$ cat config.mk
export PLATFORM = sky130hd
export DESIGN_NAME = sync_host_bus_cycle_port
export DESIGN_NICKNAME = d
export VERILOG_FILES = /design/src/common/host_port_pkg.sv /design/src/verilog/gap_counter.sv /design/src/verilog/sync_host_bus_cycle_port.sv
export VERILOG_INCLUDE_DIRS = /design/src /design/src/common
export SDC_FILE = /design/constraint.sdc
export NUM_CORES = 1
export LEC_CHECK = 0
export BUFFER_PORTS_ARGS = -buffer_cell sky130_fd_sc_hd__buf_2
export CAP_MARGIN = 20
export CORE_AREA = 4 4 163 165
export DETAILED_ROUTE_END_ITERATION = 16
export DIE_AREA = 0 0 167 169
export PLACE_DENSITY_LB_ADDON = 0.2
export SYNTH_ARGS = -nofsm -noshare
export SYNTH_HDL_FRONTEND = slang
export SYNTH_SLANG_ARGS = --single-unit
export TNS_END_PERCENT = 30
$ cat constraint.sdc
create_clock -name clk -period 2.8 [get_ports clk]
set_input_delay 0.42 -clock clk [delete_from_list [all_inputs] [get_ports clk]]
set_output_delay 0.42 -clock clk [all_outputs]
set_load 0.005 [all_outputs]
$ cat src/common/host_port_defs.svh
/*
 * constants of the synchronous host bus cycle port: address decode fields, byte lane codes,
 * pointer register field positions, reset values and cycle spacing counts.
 * assumes the includer runs on one 25 MHz clock with a synchronous active-high reset.
 */
//
// Function
// - latch address, qualifier, lanes at strobe rise
// - assert claim output after decoding latched address
// - write done pulse lasts exactly one clock
// - write data captured in the clock that drives done low
// - read takes one clock more than write
// - read inserts one delay clock after cycle strobe ends
// - read data stable when done asserts
// - read: hold done and data until ready return
// - local bus mode: single transfers, no bursts
// - direct select bypasses decode, 32-bit data register
// - byte lanes ignored on direct accesses
// - direct select works in both bus modes
// - data register bursts only in synchronous mode
// - ready return inserts burst wait states
// - pointer read bit sets fifo direction
// - pointer receive bit selects rx area
// - pointer auto advance steps fifo address
// - claim only on valid decode with qualifier low
// - burst spacing three clocks read, two write
`ifndef HOST_PORT_DEFS_SVH
`define HOST_PORT_DEFS_SVH

// ************************************************************
// address decode
// ************************************************************
`define ADDR_W          15
`define DEC_HI          15
`define DEC_LO          4
`define DEC_W           12
`define REG_SEL_HI      3
`define REG_SEL_LO      1
`define BASE_DEFAULT    12'h030
`define DATA_REG_SEL    3'h4
`define PTR_REG_SEL     3'h3

// ************************************************************
// byte lanes and data
// ************************************************************
`define LANES_W         4
`define LANES_ALL       4'h0
`define DATA_W          32

// ************************************************************
// pointer register fields
// ************************************************************
`define PTR_W           16
`define PTR_RX_BIT      15
`define PTR_ADV_BIT     14
`define PTR_READ_BIT    13
`define PTR_ADDR_HI     10
`define PTR_ADDR_LO     0
`define PTR_ADDR_W      11
`define PTR_RESET       16'h0000
`define PTR_STEP        11'h004
`define PTR_ALIGN_MASK  11'h7fc

// ************************************************************
// burst spacing in clocks
// ************************************************************
`define GAP_W           2
`define GAP_READ        2'h3
`define GAP_WRITE       2'h2
`define GAP_ONE         2'h1
`define GAP_ZERO        2'h0

`endif

$ cat src/common/host_port_pkg.sv
/*
 * types of the synchronous host bus cycle port.
 * assumes host_port_defs.svh is on the include path.
 */
package host_port_pkg;
`include "host_port_defs.svh"

   typedef enum logic [2:0]
   {
      ST_IDLE    = 3'h0,
      ST_ADDR    = 3'h1,
      ST_DELAY   = 3'h3,
      ST_READY   = 3'h2,
      ST_HOLD    = 3'h6,
      ST_BURST   = 3'h7
   } cycleState_t;

   typedef logic [`DATA_W-1:0]  word_t;
   typedef logic [`PTR_W-1:0]   ptr_t;
   typedef logic [`ADDR_W-1:0]  addr_t;

endpackage : host_port_pkg

$ cat src/verilog/gap_counter.sv
/*
 * down counter that enforces the least spacing between direct data register burst beats.
 * assumes the caller loads it in the cycle a transfer is taken.
 */
`timescale 1ns/10ps
`include "host_port_defs.svh"

module gap_counter
(
   // clock and reset
   input  wire logic                 clk,
   input  wire logic                 srst,
   // control
   input  wire logic                 load,
   input  wire logic [`GAP_W-1:0]    loadValue,
   // status
   output logic                      gapOpen
);

   logic [`GAP_W-1:0] count_q;
   logic [`GAP_W-1:0] count_d;

   always_comb
   begin
      count_d = count_q;
      if (load)
         count_d = loadValue - `GAP_ONE;
      else if (count_q != `GAP_ZERO)
         count_d = count_q - `GAP_ONE;
   end

   always_ff @(posedge clk)
   begin
      if (srst)
         count_q <= `GAP_ZERO;
      else
         count_q <= count_d;
   end

   assign gapOpen = (count_q == `GAP_ZERO);

endmodule // gap_counter

$ cat src/verilog/sync_host_bus_cycle_port.sv
/*
 * synchronous host bus cycle port: single read and write cycles with address latch,
 * cycle claim, done strobe and ready return, plus direct data register access steered
 * by the pointer register. holds the pointer register only; the fifo window lives outside
 * on the fifo ports and register contents beyond it live outside on the intReg ports.
 * assumes all inputs are synchronous to clk and that the master keeps its own rules.
 */
`timescale 1ns/10ps
`include "host_port_defs.svh"

module sync_host_bus_cycle_port
   import host_port_pkg::*;
(
   // clock and reset
   input  wire logic                       clk,
   input  wire logic                       srst,
   // mode and decode configuration
   input  wire logic                       local_bus_mode_select_n,
   input  wire logic [`DEC_W-1:0]          baseAddr,
   // address phase
   input  wire host_port_pkg::addr_t       hostAddr,
   input  wire logic                       addr_qualifier_n,
   input  wire logic [`LANES_W-1:0]        byte_lane_enable_n,
   input  wire logic                       addr_strobe_n,
   // cycle control
   input  wire logic                       cycle_strobe_n,
   input  wire logic                       write_not_read,
   input  wire logic                       ready_return_n,
   input  wire logic                       direct_fifo_select_n,
   // data bus
   input  wire host_port_pkg::word_t       dataIn,
   output host_port_pkg::word_t            dataOut,
   output logic                            dataOutEn_n,
   // cycle answers
   output logic                            cycle_claim_n,
   output logic                            xfer_done_n,
   // internal register side
   output logic                            intRegWrite,
   output logic [`REG_SEL_HI:`REG_SEL_LO]  intRegSel,
   output logic [`LANES_W-1:0]             intRegLanes_n,
   output host_port_pkg::word_t            intRegWData,
   input  wire host_port_pkg::word_t       intRegRData,
   // fifo side
   output logic                            fifoStrobe,
   output logic                            fifoWrite,
   output logic                            rx_area_select,
   output logic                            ptr_auto_advance,
   output logic [`PTR_ADDR_W-1:0]          fifoAddr,
   output host_port_pkg::word_t            fifoWData,
   input  wire host_port_pkg::word_t       fifoRData,
   // status
   output host_port_pkg::ptr_t             ptrValue,
   output host_port_pkg::cycleState_t      cycleState
);

   // ************************************************************
   // state
   // ************************************************************
   typedef struct packed
   {
      cycleState_t                     st;
      addr_t                           addr;
      logic                            qual_n;
      logic [`LANES_W-1:0]             lanes_n;
      logic                            direct;
      logic                            isWrite;
      logic                            adsPrev;
      logic                            claim_n;
      logic                            done_n;
      word_t                           rdata;
      logic                            oe_n;
      ptr_t                            ptr;
      logic                            regWr;
      logic                            fStb;
      logic                            fWr;
      word_t                           wdata;
      logic [`PTR_ADDR_W-1:0]          fAddr;
   } portState_t;

   portState_t s_q;
   portState_t s_d;

   logic       gapOpen;
   logic       gapLoad;
   logic [`GAP_W-1:0] gapValue;
   logic       decodeHit;
   logic       isPtrReg;
   logic       syncMode;

   // ************************************************************
   // spacing of direct burst beats
   // ************************************************************
   gap_counter spacing
   (
      .clk       (clk),
      .srst      (srst),
      .load      (gapLoad),
      .loadValue (gapValue),
      .gapOpen   (gapOpen)
   );

   // decode uses only the latched copy so address may change after the strobe
   assign decodeHit = (s_q.addr[`DEC_HI-1:`DEC_LO] == baseAddr[`DEC_W-2:0])
                      && !s_q.qual_n;
   assign isPtrReg  = (s_q.addr[`REG_SEL_HI:`REG_SEL_LO] == `PTR_REG_SEL);
   assign syncMode  = 1'b1; // the whole port is clocked; async strobes are not modelled

   // ************************************************************
   // next state
   // ************************************************************
   always_comb
   begin
      s_d         = s_q;
      s_d.adsPrev = addr_strobe_n;
      s_d.regWr   = 1'b0;
      s_d.fStb    = 1'b0;
      gapLoad     = 1'b0;
      gapValue    = `GAP_WRITE;

      // rising edge of the address strobe latches address, qualifier and lanes
      if (!s_q.adsPrev && addr_strobe_n)
      begin
         s_d.addr    = hostAddr;
         s_d.qual_n  = addr_qualifier_n;
         s_d.lanes_n = byte_lane_enable_n;
         s_d.direct  = !direct_fifo_select_n;
      end

      case (s_q.st)
         ST_IDLE:
         begin
            s_d.claim_n = 1'b1;
            s_d.done_n  = 1'b1;
            s_d.oe_n    = 1'b1;
            if (!s_q.adsPrev && addr_strobe_n)
               s_d.st = ST_ADDR;
            else if (!direct_fifo_select_n && !cycle_strobe_n && local_bus_mode_select_n
                     && syncMode && gapOpen && ready_return_n)
            begin
               // direct burst beat, paced by ready return and spacing
               s_d.direct  = 1'b1;
               s_d.isWrite = write_not_read;
               // address goes out a clock early so burst read data is current
               s_d.fAddr   = s_q.ptr[`PTR_ADDR_HI:`PTR_ADDR_LO] & `PTR_ALIGN_MASK;
               s_d.st      = ST_BURST;
            end
         end
         ST_ADDR:
         begin
            if (s_q.direct || decodeHit)
               s_d.claim_n = s_q.direct;
            if (!(s_q.direct || decodeHit))
               s_d.st = ST_IDLE;
            else if (!cycle_strobe_n)
            begin
               s_d.isWrite = write_not_read;
               s_d.st      = ST_READY;
            end
         end
         ST_DELAY:
         begin
            s_d.rdata  = s_q.direct ? fifoRData : intRegRData;
            s_d.oe_n   = 1'b0;
            s_d.done_n = 1'b0;
            s_d.st     = ST_HOLD;
         end
         ST_READY:
         begin
            if (cycle_strobe_n && s_q.isWrite)
            begin
               s_d.done_n = 1'b0;
               s_d.wdata  = dataIn;
               s_d.st     = ST_HOLD;
            end
            else if (cycle_strobe_n)
            begin
               // read needs one extra fetch clock before data is offered
               s_d.fAddr = s_q.ptr[`PTR_ADDR_HI:`PTR_ADDR_LO] & `PTR_ALIGN_MASK;
               s_d.st    = ST_DELAY;
            end
         end
         ST_HOLD:
         begin
            if (s_q.isWrite)
            begin
               // done drops for exactly one clock while data is taken
               s_d.done_n = 1'b1;
               if (s_q.direct || s_q.ptr[`PTR_READ_BIT])
               begin
                  s_d.fStb  = s_q.direct;
                  s_d.fWr   = !s_q.ptr[`PTR_READ_BIT];
                  s_d.fAddr = s_q.ptr[`PTR_ADDR_HI:`PTR_ADDR_LO] & `PTR_ALIGN_MASK;
               end
               if (!s_q.direct && isPtrReg)
                  s_d.ptr = s_q.wdata[`PTR_W-1:0];
               s_d.regWr   = !s_q.direct;
               s_d.claim_n = 1'b1;
               s_d.st      = ST_IDLE;
            end
            else if (!ready_return_n)
            begin
               // data and done stand until ready return is seen
               s_d.done_n  = 1'b1;
               s_d.oe_n    = 1'b1;
               s_d.claim_n = 1'b1;
               s_d.fStb    = s_q.direct;
               s_d.fWr     = 1'b0;
               s_d.st      = ST_IDLE;
            end
         end
         ST_BURST:
         begin
            s_d.fStb  = 1'b1;
            s_d.fWr   = s_q.isWrite && !s_q.ptr[`PTR_READ_BIT];
            // whole words only: the two low pointer bits never reach the fifo
            s_d.fAddr = s_q.ptr[`PTR_ADDR_HI:`PTR_ADDR_LO] & `PTR_ALIGN_MASK;
            s_d.wdata = dataIn;
            if (!s_q.isWrite)
            begin
               s_d.rdata = fifoRData;
               s_d.oe_n  = 1'b0;
            end
            gapLoad  = 1'b1;
            gapValue = s_q.isWrite ? `GAP_WRITE : `GAP_READ;
            s_d.st   = ST_IDLE;
         end
         default:
            s_d.st = ST_IDLE;
      endcase

      // every fifo access steps the pointer when advance is on
      if (s_q.fStb && s_q.ptr[`PTR_ADV_BIT])
         s_d.ptr[`PTR_ADDR_HI:`PTR_ADDR_LO] =
            (s_q.ptr[`PTR_ADDR_HI:`PTR_ADDR_LO] & `PTR_ALIGN_MASK) + `PTR_STEP;
   end

   always_ff @(posedge clk)
   begin
      if (srst)
      begin
         s_q         <= '0;
         s_q.st      <= ST_IDLE;
         s_q.adsPrev <= 1'b1;
         s_q.qual_n  <= 1'b1;
         s_q.lanes_n <= `LANES_ALL;
         s_q.claim_n <= 1'b1;
         s_q.done_n  <= 1'b1;
         s_q.oe_n    <= 1'b1;
         s_q.ptr     <= `PTR_RESET;
      end
      else
         s_q <= s_d;
   end

   // ************************************************************
   // outputs
   // ************************************************************
   assign dataOut          = s_q.rdata;
   assign dataOutEn_n      = s_q.oe_n;
   assign cycle_claim_n    = s_q.claim_n;
   assign xfer_done_n      = s_q.done_n;
   assign intRegWrite      = s_q.regWr;
   assign intRegSel        = s_q.addr[`REG_SEL_HI:`REG_SEL_LO];
   assign intRegLanes_n    = s_q.lanes_n;
   assign intRegWData      = s_q.wdata;
   assign fifoStrobe       = s_q.fStb;
   assign fifoWrite        = s_q.fWr;
   assign rx_area_select   = s_q.ptr[`PTR_RX_BIT];
   assign ptr_auto_advance = s_q.ptr[`PTR_ADV_BIT];
   assign fifoAddr         = s_q.fAddr;
   assign fifoWData        = s_q.wdata;
   assign ptrValue         = s_q.ptr;
   assign cycleState       = s_q.st;

endmodule // sync_host_bus_cycle_port

==> flow_metrics.py, run 1 <==
metrics = {
    "die": {
        "fp.dieW_um": 167,
        "die_area_um2": 28200,
        "core_area_um2": 25000,
        "rows": 58,
        "boundaryPins": 277,
        "initial_utilization": 0.247,
        "die_h_um": 169,
    },
    "routing": {
        "via_per_inst": 4.26,
        "drc": 0,
        "routed_wl_um": 18000,
        "initialDrtViolationCount": 222,
        "wire_per_inst_um": 14.9,
        "num_vias": 5135,
        "drt_pre_antenna_iters": 4,
        "antenna_left": 0,
    },
    "setup_path": {
        "crit_end": "ptrValue[4]",
        "cp_cell_sequence": "nand4b_1, nor4b_1, nand2_1, a22oi_1, nor3_1",
        "crit_start": "s_q[98]",
        "critPathMaxStageDelay_ns": 0.68,
        "crit_fanout": 14,
        "arrival_ns": 2.39,
        "cp.depth": 5,
        "worstSetupEndpointType": "flop",
        "r2r_slack_ns": 0.68,
        "cp-start-kind": "flop",
        "rr_endpoint": "ptrValue[4]",
        "r2r_cells": 5,
        "critPathTopFamily": "simple AND/OR/NAND/NOR gates",
        "reg2reg_from": "s_q[98]",
        "crit_buf_inv": 0,
        "slowest_stage": "dfxtp_1",
        "path_class": "flop to flop",
        "worstPathRequired_ns": 3.07,
    },
    "sta": {
        "clock_skew_ns": 0.0102,
        "setup_viol": 0,
        "fmax_mhz": 473,
        "relSlewSlack": 0.568,
        "worstMarginPinSlew_ns": 0.644,
        "finalWorstSetupSlack_ns": 0.684,
        "timing.setup.tns_ns": 0,
        "hold_viol_final": 0,
        "fin_crit_ns": 2.12,
        "finalCritPeriodShare": 0.756,
        "rsz0062_at_grt": "false",
        "maxSlewViolCount": 0,
    },
    "pwr": {
        "total_power_uw": 4400,
        "powerDensity_nw_per_um2": 589,
        "p_leak_uw": 0.00353,
        "vdd_drop_max_v": 0.000371,
    },
    "synthesis": {
        "yosys-top-cells-area": "dfxtp_1, buf_4, mux2i_1, nand2_1, a21oi_1",
        "synth-simple-area-share": 0.170,
        "ys_seq_area_frac": 0.395,
        "synth_compound_area_frac": 0.135,
        "yosysTopAreaCellShare": 0.395,
        "yosys_warnings": 0,
        "yosys-mux-area-fraction": 0.0794,
        "synth_top_family_by_area": "buffers and inverters",
        "synthFlopType": "dfxtp_1",
        "synth_xor_area_frac": 0.0198,
        "ys_seq_elements": 122,
        "synth_top_cell_by_area": "dfxtp_1",
        "async_flop_share": 0,
        "syn_avg_cell_area_um2": 8.38,
        "synth-edff-count": 0,
        "netlist_area_um2": 6180,
        "synth-adder-area-share": 0.00202,
        "synth.distinct_cells": 55,
        "synthCells": 737,
    },
    "cells_and_area": {
        "syn_to_final_growth_pct": 20.9,
        "final_core_util": 0.298,
        "nets": 1001,
        "fill_cells": 2737,
        "drive_above_1_share": 0.376,
        "diodes": 0,
    },
    "grt": {
        "grt_pass1_wl_um": 27800,
        "grt_usage": 0.123,
        "grt_pass1_vias": 5013,
        "grt_max_degree": 81,
        "grt_overflow_total": 0,
        "antenna_found_initial": 0,
    },
    "clock_network": {
        "cts.repair.resized": 0,
        "cts_tree": "built",
        "h-tree-depth": 4,
        "postCtsSetupBuffers": 0,
        "clock_path_buffers": 2,
        "clk_pin_slew_ns": 0.06,
        "cts-root-buf": "clkbuf_16",
        "hold_buffers": 0,
        "clock_sinks": 122,
        "clk_latency_ns": 0.42,
        "cts_made_buffers": 17,
    },
    "job": {
        "maxCapViolCount": 0,
    },
    "placement": {
        "gp_congestion": 0.813,
        "io_buffers": 272,
        "hpwl_um": 13200,
        "place_ws_ns": 0.660,
    },
    "min_path": {
        "worstHoldStart": "direct_fifo_select_n",
        "hold_class": "primary input to flop",
    },
    "status": {
        "status": "complete, no violations",
    },
}
## stage by stage
stage | instance area, um2 | instances | hold slack (ns)
6_report | 7470 | 1206 | 0.215
5_1_grt | 7470 | 1206 | 0.189
4_1_cts | 7470 | 1206 | 0.199
3_5_place_dp | 6900 | 1175 | 0.447
3_3_place_gp | 6880 | 1174 | 0.443
2_1_floorplan | 6180 | 738 | 0.437
## power by group
group          switching (uW)  total [uW]  internal (uW)
registers                35.3        1810           1770
clock network             827        2150           1330
logic                     233         438            205
total                    1100        4400           3300
## area by class of cell
class | count | area, um2 | share of cell area
sequential | 122 | 2440 | 0.327
tap | 330 | 413 | 0.0553
inverter | 4 | 15.0 | 0.00201
clock inverter | 11 | 123 | 0.0164
multi-input combinational | 435 | 2550 | 0.341
timing repair buffer | 284 | 1480 | 0.198
clock buffer | 20 | 447 | 0.0598
## sequential cells by signal, indices dropped and copies added, names as in the netlist, 2 cells and up
name and cells:
fifoAddr 9, intRegLanes_n 4, intRegSel 3, fifoWData 32, ptrValue 16, dataOut 32, spacing.count_q 2, cycleState 3
s_q 15
## metal layers
layer,vias to the layer above,GRT usage,wire (um)
li1,2622,-,-
met1,2314,0.162,8220
met2,189,0.193,8070
met3,10,0.0481,1510
met4,0,0.0256,165
met5,-,0,0
## cells by family after synthesis
group           after synthesis
other cells                   1
fa+ha+maj                     1
simple gates                237
xor+xnor                     14
buf+inv                     181
flops                       122
compound gates              132
mux                          49
## how the worst min path moves through the flow
| stage | slack (ns) | end | cells after the start |
|---|---|---|---|
| after global routing | 0.19 | s_q[99] | 2 |
| after detailed placement | 0.45 | intRegLanes_n[0] | 2 |
| after CTS | 0.20 | s_q[99] | 2 |
| final | 0.22 | s_q[99] | 2 |
| after floorplan | 0.44 | intRegLanes_n[0] | 2 |
| after global placement | 0.44 | intRegLanes_n[0] | 2 |
## cells in the mapped netlist, types with 2 or more instances
cell type / n
xor2_1: 11
a22oi_1: 2
nand3b_1: 2
nand2b_1: 3
nor2_1: 62
a21oi_1: 62
o21ai_0: 7
a221oi_1: 3
nor4b_1: 2
buf_2: 13
o21a_1: 2
or2_2: 2
mux2i_1: 49
buf_4: 137
nand2_1: 117
a21o_1: 3
nor3_1: 12
and3_1: 3
o221ai_1: 2
a31oi_1: 3
xnor2_1: 3
inv_1: 4
and2_1: 2
clkbuf_1: 22
nor2b_1: 4
nand3_1: 12
nor4_1: 5
a211oi_1: 36
nand4_1: 3
buf_1: 3
dfxtp_1: 122
## cell usage in the layout (no fill, tap or decap), drive strengths merged, types with 2 or more instances in the layout
master    Yosys  final
conb          1      2
or2           3      3
clkinvlp      0      4
nand2b        4      4
nor2b         4      4
o221ai        2      2
a211oi       36     36
mux2i        49     49
nor2         62     62
nor4b         2      2
nand3b        2      2
clkinv        0      4
a21o          3      3
a21oi        63     63
and2          2      2
o21a          2      2
and3          3      3
nor3         13     13
nand3        12     12
o21ai         8      8
clkbuf       23     20
a31oi         4      4
nand4         3      3
a22oi         2      2
nor4          6      6
nand2       117    117
bufinv        0      2
inv           4      5
xor2         11     11
buf         154    284
dfxtp       122    122
a221oi        3      3
xnor2         3      3
No activity file was read; power rests on OpenSTA's default activity.
==> run 2, diff against run 1 <==
==> constraint.sdc (replaced) <==
create_clock -name clk -period 1.7 [get_ports clk]
set_input_delay 0.255 -clock clk [delete_from_list [all_inputs] [get_ports clk]]
set_output_delay 0.255 -clock clk [all_outputs]
set_load 0.005 [all_outputs]
==> run 2 against run 1 <==
Fmax increased by 24%. Non-clock buffer count increased by 35. Via count increased by 3.2%. The run now ends with negative setup slack left. Wire length increased by 1.7%. Power increased by 65%. Clock-buffer cell count decreased by 2. Design area increased by 4.4%. Highest routed layer unchanged.
==> flow_metrics.py, run 2 (synthesized netlist as in run 1, its figures left out) <==
metrics = {
    "die": {
        "rows": 58,
        "die_area_um2": 28200,
        "initial_utilization": 0.247,
        "die_h_um": 169,
        "fp.dieW_um": 167,
        "core_area_um2": 25000,
        "boundaryPins": 277,
    },
    "setup_path": {
        "r2r_cells": 6,
        "arrival_ns": 1.99,
        "path_class": "flop to flop",
        "worstSetupEndpointType": "flop",
        "rr_endpoint": "fifoAddr[2]",
        "cp-start-kind": "flop",
        "worstPathRequired_ns": 1.99,
        "cp_cell_sequence": "or4b_4, nor4_4, a211oi_2, buf_12, mux2i_1, nor2_1",
        "critPathMaxStageDelay_ns": 0.55,
        "r2r_slack_ns": -0.003,
        "crit_fanout": 9,
        "reg2reg_from": "spacing.count_q[0]",
        "slowest_stage": "or4b_4",
    },
    "pwr": {
        "p_leak_uw": 0.00374,
        "powerDensity_nw_per_um2": 929,
        "vdd_drop_max_v": 0.000466,
    },
    "routing": {
        "drt_pre_antenna_iters": 4,
        "wire_per_inst_um": 14.7,
        "via_per_inst": 4.27,
        "drc": 0,
        "num_vias": 5301,
        "antenna_left": 0,
        "initialDrtViolationCount": 247,
        "routed_wl_um": 18300,
    },
    "sta": {
        "rsz0062_at_grt": "true",
        "finalWorstSetupSlack_ns": -0.00299,
        "setup_viol": 2,
        "clock_skew_ns": 0.00918,
        "hold_viol_final": 0,
        "fin_crit_ns": 1.70,
        "fmax_mhz": 587,
        "finalCritPeriodShare": 1.00,
        "maxSlewViolCount": 0,
    },
    "cells_and_area": {
        "layout_commonest_cell": "buf_2",
        "nets": 1036,
        "fill_cells": 2716,
        "layout.cells.non_filler": 1241,
        "diodes": 0,
        "drive_above_1_share": 0.406,
        "final_core_util": 0.311,
        "syn_to_final_growth_pct": 26.2,
        "finalInstanceArea_um2": 7800,
        "layout_common_cells": "buf_2, dfxtp_1, nand2_1",
    },
    "placement": {
        "gp_congestion": 0.805,
        "hpwl_um": 13600,
        "dpl_cell_area_um2": 7220,
        "io_buffers": 272,
        "dpl.cell_count": 1209,
        "place_ws_ns": -0.120,
    },
    "min_path": {
        "worstHoldStart": "addr_qualifier_n",
        "holdPathEnd": "s_q[104]",
        "hold_class": "primary input to flop",
        "holdPathStages": 3,
    },
    "clock_network": {
        "clock_path_buffers": 2,
        "cts_tree": "built",
        "h-tree-depth": 4,
        "clock_sinks": 122,
        "clk_pin_slew_ns": 0.06,
        "clk_latency_ns": 0.41,
        "cts_made_buffers": 17,
        "cts-root-buf": "clkbuf_16",
    },
    "status": {
        "status": "finished, violations left",
        "failed_checks": "negative setup slack",
    },
    "job": {
        "maxCapViolCount": 0,
    },
    "grt": {
        "grt_pass1_wl_um": 28200,
        "grt_overflow_total": 0,
        "antenna_found_initial": 0,
        "grt_max_degree": 57,
        "grt_usage": 0.125,
        "grt_pass1_vias": 5113,
    },
}
==> run 2: worst max-delay path: cells and delay by family, from the launching register on <==
kind,cells,cell delay (ns)
DFF,1,0.32
buffers and inverters,1,0.17
muxes,1,0.14
AOI/OAI and AO/OA,1,0.15
and+or+nand+nor,3,0.81
==> run 2: layer usage <==
metal	vias to the layer above	GRT usage	routed length, um
li1	2701	-	-
met2	207	0.199	8380
met4	0	0.0292	136
met3	10	0.0465	1540
met5	-	0	0
met1	2383	0.162	8220
==> run 2: worst max-delay path by stage <==
stage,to,slack (ns),cells past startpoint,from
6_report,fifoAddr[2],-0.003,6,spacing.count_q[0]
2_1_floorplan,s_q[98],0.05,5,spacing.count_q[0]
5_1_grt,fifoAddr[2],-0.14,6,spacing.count_q[0]
3_5_place_dp,fifoAddr[2],-0.12,7,cycle_strobe_n
4_1_cts,fifoAddr[2],-0.04,6,spacing.count_q[0]
3_3_place_gp,fifoAddr[3],-0.13,7,cycle_strobe_n
==> run 2: final cells by class <==
type	count	area [um2]	share of cell area
Clock buffer	18	439	0.0563
Clock inverter	13	121	0.0156
Inverter	4	15.0	0.00193
Multi-Input combinational cell	435	2560	0.328
Sequential cell	122	2440	0.313
Tap cell	330	413	0.0529
Timing Repair Buffer	319	1800	0.231
==> run 2: stage by stage <==
stage	total power (uW)	setup TNS (ns)	hold slack [ns]
after floorplan	3500	0	0.355
after global routing	7610	-1.13	0.0459
after detailed placement	3840	-1.08	0.447
after CTS	7420	-0.281	0.0303
after global placement	3850	-1.11	0.446
final	7250	-0.00433	0.0484
==> run 2: power breakdown <==
group	internal, uW	switching [uW]	total [uW]	leakage, uW
combinational	394	425	818	0.00248
clock	2050	1420	3470	0.000273
sequential	2920	41.3	2960	0.000986
total	5360	1880	7250	0.00374
==> run 2: repair_timing <==
action,4_1_cts,5_1_grt
pin swaps,3,0
hold buffers,0,0
gates resized for setup,2,3
buffers inserted,1,0
endpoints found under the setup margin,11,15
==> run 3, diff against run 2 <==
--- a/config.mk
+++ b/config.mk
@@ -12,6 +12,7 @@
 export DETAILED_ROUTE_END_ITERATION = 16
 export DIE_AREA = 0 0 167 169
 export PLACE_DENSITY_LB_ADDON = 0.2
+export SKIP_LAST_GASP = 1
 export SYNTH_ARGS = -nofsm -noshare
 export SYNTH_HDL_FRONTEND = slang
 export SYNTH_SLANG_ARGS = --single-unit
==> run 3 against run 2 <==
The flow still finishes with violations (negative setup slack). Sequential share of layout area about the same. Combinational power about the same. Fmax down 1.3%. Core utilization about the same. Clock power about the same. Clock-buffer cell count unchanged. Global-route usage about the same. Power about the same. Non-clock buffer count unchanged. Worst hold slack better by 0.0012 ns. Critical endpoint is now s_q[98]. Largest cell class unchanged. Largest power group unchanged.
==> flow_metrics.py, run 3 (synthesized netlist as in run 1, its figures left out) <==
metrics = {
    "status": {
        "status": "finished, violations left",
        "failed_checks": "negative setup slack",
    },
    "clock_network": {
        "clock_path_buffers": 2,
        "cts_made_buffers": 17,
        "clock_sinks": 122,
        "clk_pin_slew_ns": 0.06,
        "cts-root-buf": "clkbuf_16",
        "hold_buffers": 0,
        "h-tree-depth": 4,
        "cts_tree": "built",
        "clk_latency_ns": 0.41,
    },
    "sta": {
        "hold_viol_final": 0,
        "setup_viol": 1,
        "rsz0062_at_grt": "true",
        "maxSlewViolCount": 0,
        "finalCritPeriodShare": 1.02,
        "fmax_mhz": 579,
        "finalWorstSetupSlack_ns": -0.0259,
        "timing.setup.tns_ns": -0.0259,
        "clock_skew_ns": 0.00799,
        "fin_crit_ns": 1.73,
    },
    "setup_path": {
        "worstPathRequired_ns": 2.04,
        "worstSetupEndpointType": "flop",
        "crit_fanout": 3,
        "cp-start-kind": "flop",
        "path_class": "flop to flop",
        "arrival_ns": 2.07,
    },
    "placement": {
        "hpwl_um": 13600,
        "dpl.cell_count": 1209,
        "gp_congestion": 0.805,
        "io_buffers": 272,
    },
    "cells_and_area": {
        "layout_common_cells": "buf_2, dfxtp_1, nand2_1",
        "layout_commonest_cell": "buf_2",
        "drive_above_1_share": 0.405,
        "diodes": 0,
        "layout.cells.non_filler": 1241,
        "final_core_util": 0.311,
        "nets": 1036,
        "fill_cells": 2718,
        "syn_to_final_growth_pct": 26.1,
    },
    "routing": {
        "num_vias": 5281,
        "drt_pre_antenna_iters": 4,
        "drc": 0,
        "via_per_inst": 4.26,
        "initialDrtViolationCount": 230,
        "antenna_left": 0,
        "routed_wl_um": 18300,
        "wire_per_inst_um": 14.7,
    },
    "die": {
        "fp.dieW_um": 167,
        "die_area_um2": 28200,
        "boundaryPins": 277,
        "core_area_um2": 25000,
        "rows": 58,
        "die_h_um": 169,
        "initial_utilization": 0.247,
    },
    "job": {
        "maxCapViolCount": 0,
    },
    "grt": {
        "antenna_found_initial": 0,
        "grt_max_degree": 57,
        "grt_pass1_wl_um": 28200,
        "grt_pass1_vias": 5113,
        "grt_usage": 0.125,
        "grt_overflow_total": 0,
    },
    "pwr": {
        "p_int_uw": 5360,
        "p_switching_uw": 1880,
        "p_clk_frac": 0.479,
        "powerDensity_nw_per_um2": 929,
        "power_frac_comb": 0.113,
        "p_leak_uw": 0.00374,
        "p_seq_frac": 0.408,
        "swShare": 0.259,
        "vdd_drop_max_v": 0.000465,
    },
    "min_path": {
        "hold_class": "primary input to flop",
    },
}
[run 3: layout make-up]
class | count | area [um2] | area share
clock buffers | 18 | 439 | 0.0563
clock inverters | 13 | 121 | 0.0156
inverters | 4 | 15.0 | 0.00193
multi-input cells | 435 | 2560 | 0.328
flip-flops and latches | 122 | 2440 | 0.313
well taps | 330 | 413 | 0.0530
repair buffers | 319 | 1800 | 0.231
[run 3: timing repair]
| item | in CTS | in global routing |
|---|---|---|
| setup endpoints to repair | 11 | 18 |
| resized for setup | 1 | 2 |
| setup buffers | 1 | 0 |
| pin swaps | 1 | 0 |
| gates cloned | 0 | 0 |
[run 3: routing by layer]
metal	routed length (um)	part of all wire	track usage
met4	142	0.0078	0.0292
met2	8360	0.46	0.199
met1	8230	0.45	0.162
met3	1530	0.084	0.0465
met5	0	0	0
[run 3: worst paths after layout]
check | start | slack (ns) | depth (start not counted) | end
worst min-delay path | addr_qualifier_n | 0.05 | 3 | s_q[104]
worst max-delay path | spacing.count_q[0] | -0.03 | 5 | s_q[98]
worst max register to register | spacing.count_q[0] | -0.03 | 5 | s_q[98]
worst min register to register | intRegLanes_n[1] | 0.45 | 2 | intRegLanes_n[1]
[run 3: through the flow]
stage               hold slack, ns  cell area (um2)  power [uW]  worst slack (ns)
finish                      0.0496             7790        7240           -0.0259
global route                0.0459             7790        7610            -0.138
CTS                         0.0303             7790        7420           -0.0366
detailed placement           0.447             7220        3840            -0.120
global placement             0.446             7220        3850            -0.126
floorplan                    0.355             6180        3500            0.0497
[run 3: power groups by stage]
| stage | clock network (uW) | logic, uW | registers [uW] |
|---|---|---|---|
| floorplan | 0 | 494 | 3000 |
| global placement | 0 | 829 | 3020 |
| detailed placement | 0 | 824 | 3020 |
| CTS | 3630 | 830 | 2960 |
| global route | 3730 | 905 | 2970 |
| finish | 3470 | 817 | 2960 |
[run 3: critical path: stages, from the launching register on]
cell and delay [ns]:
dfxtp_1 0.31, or4b_4 0.55, or2_4 0.28, o32a_1 0.18
a21oi_2 0.15, mux2i_1 0.19
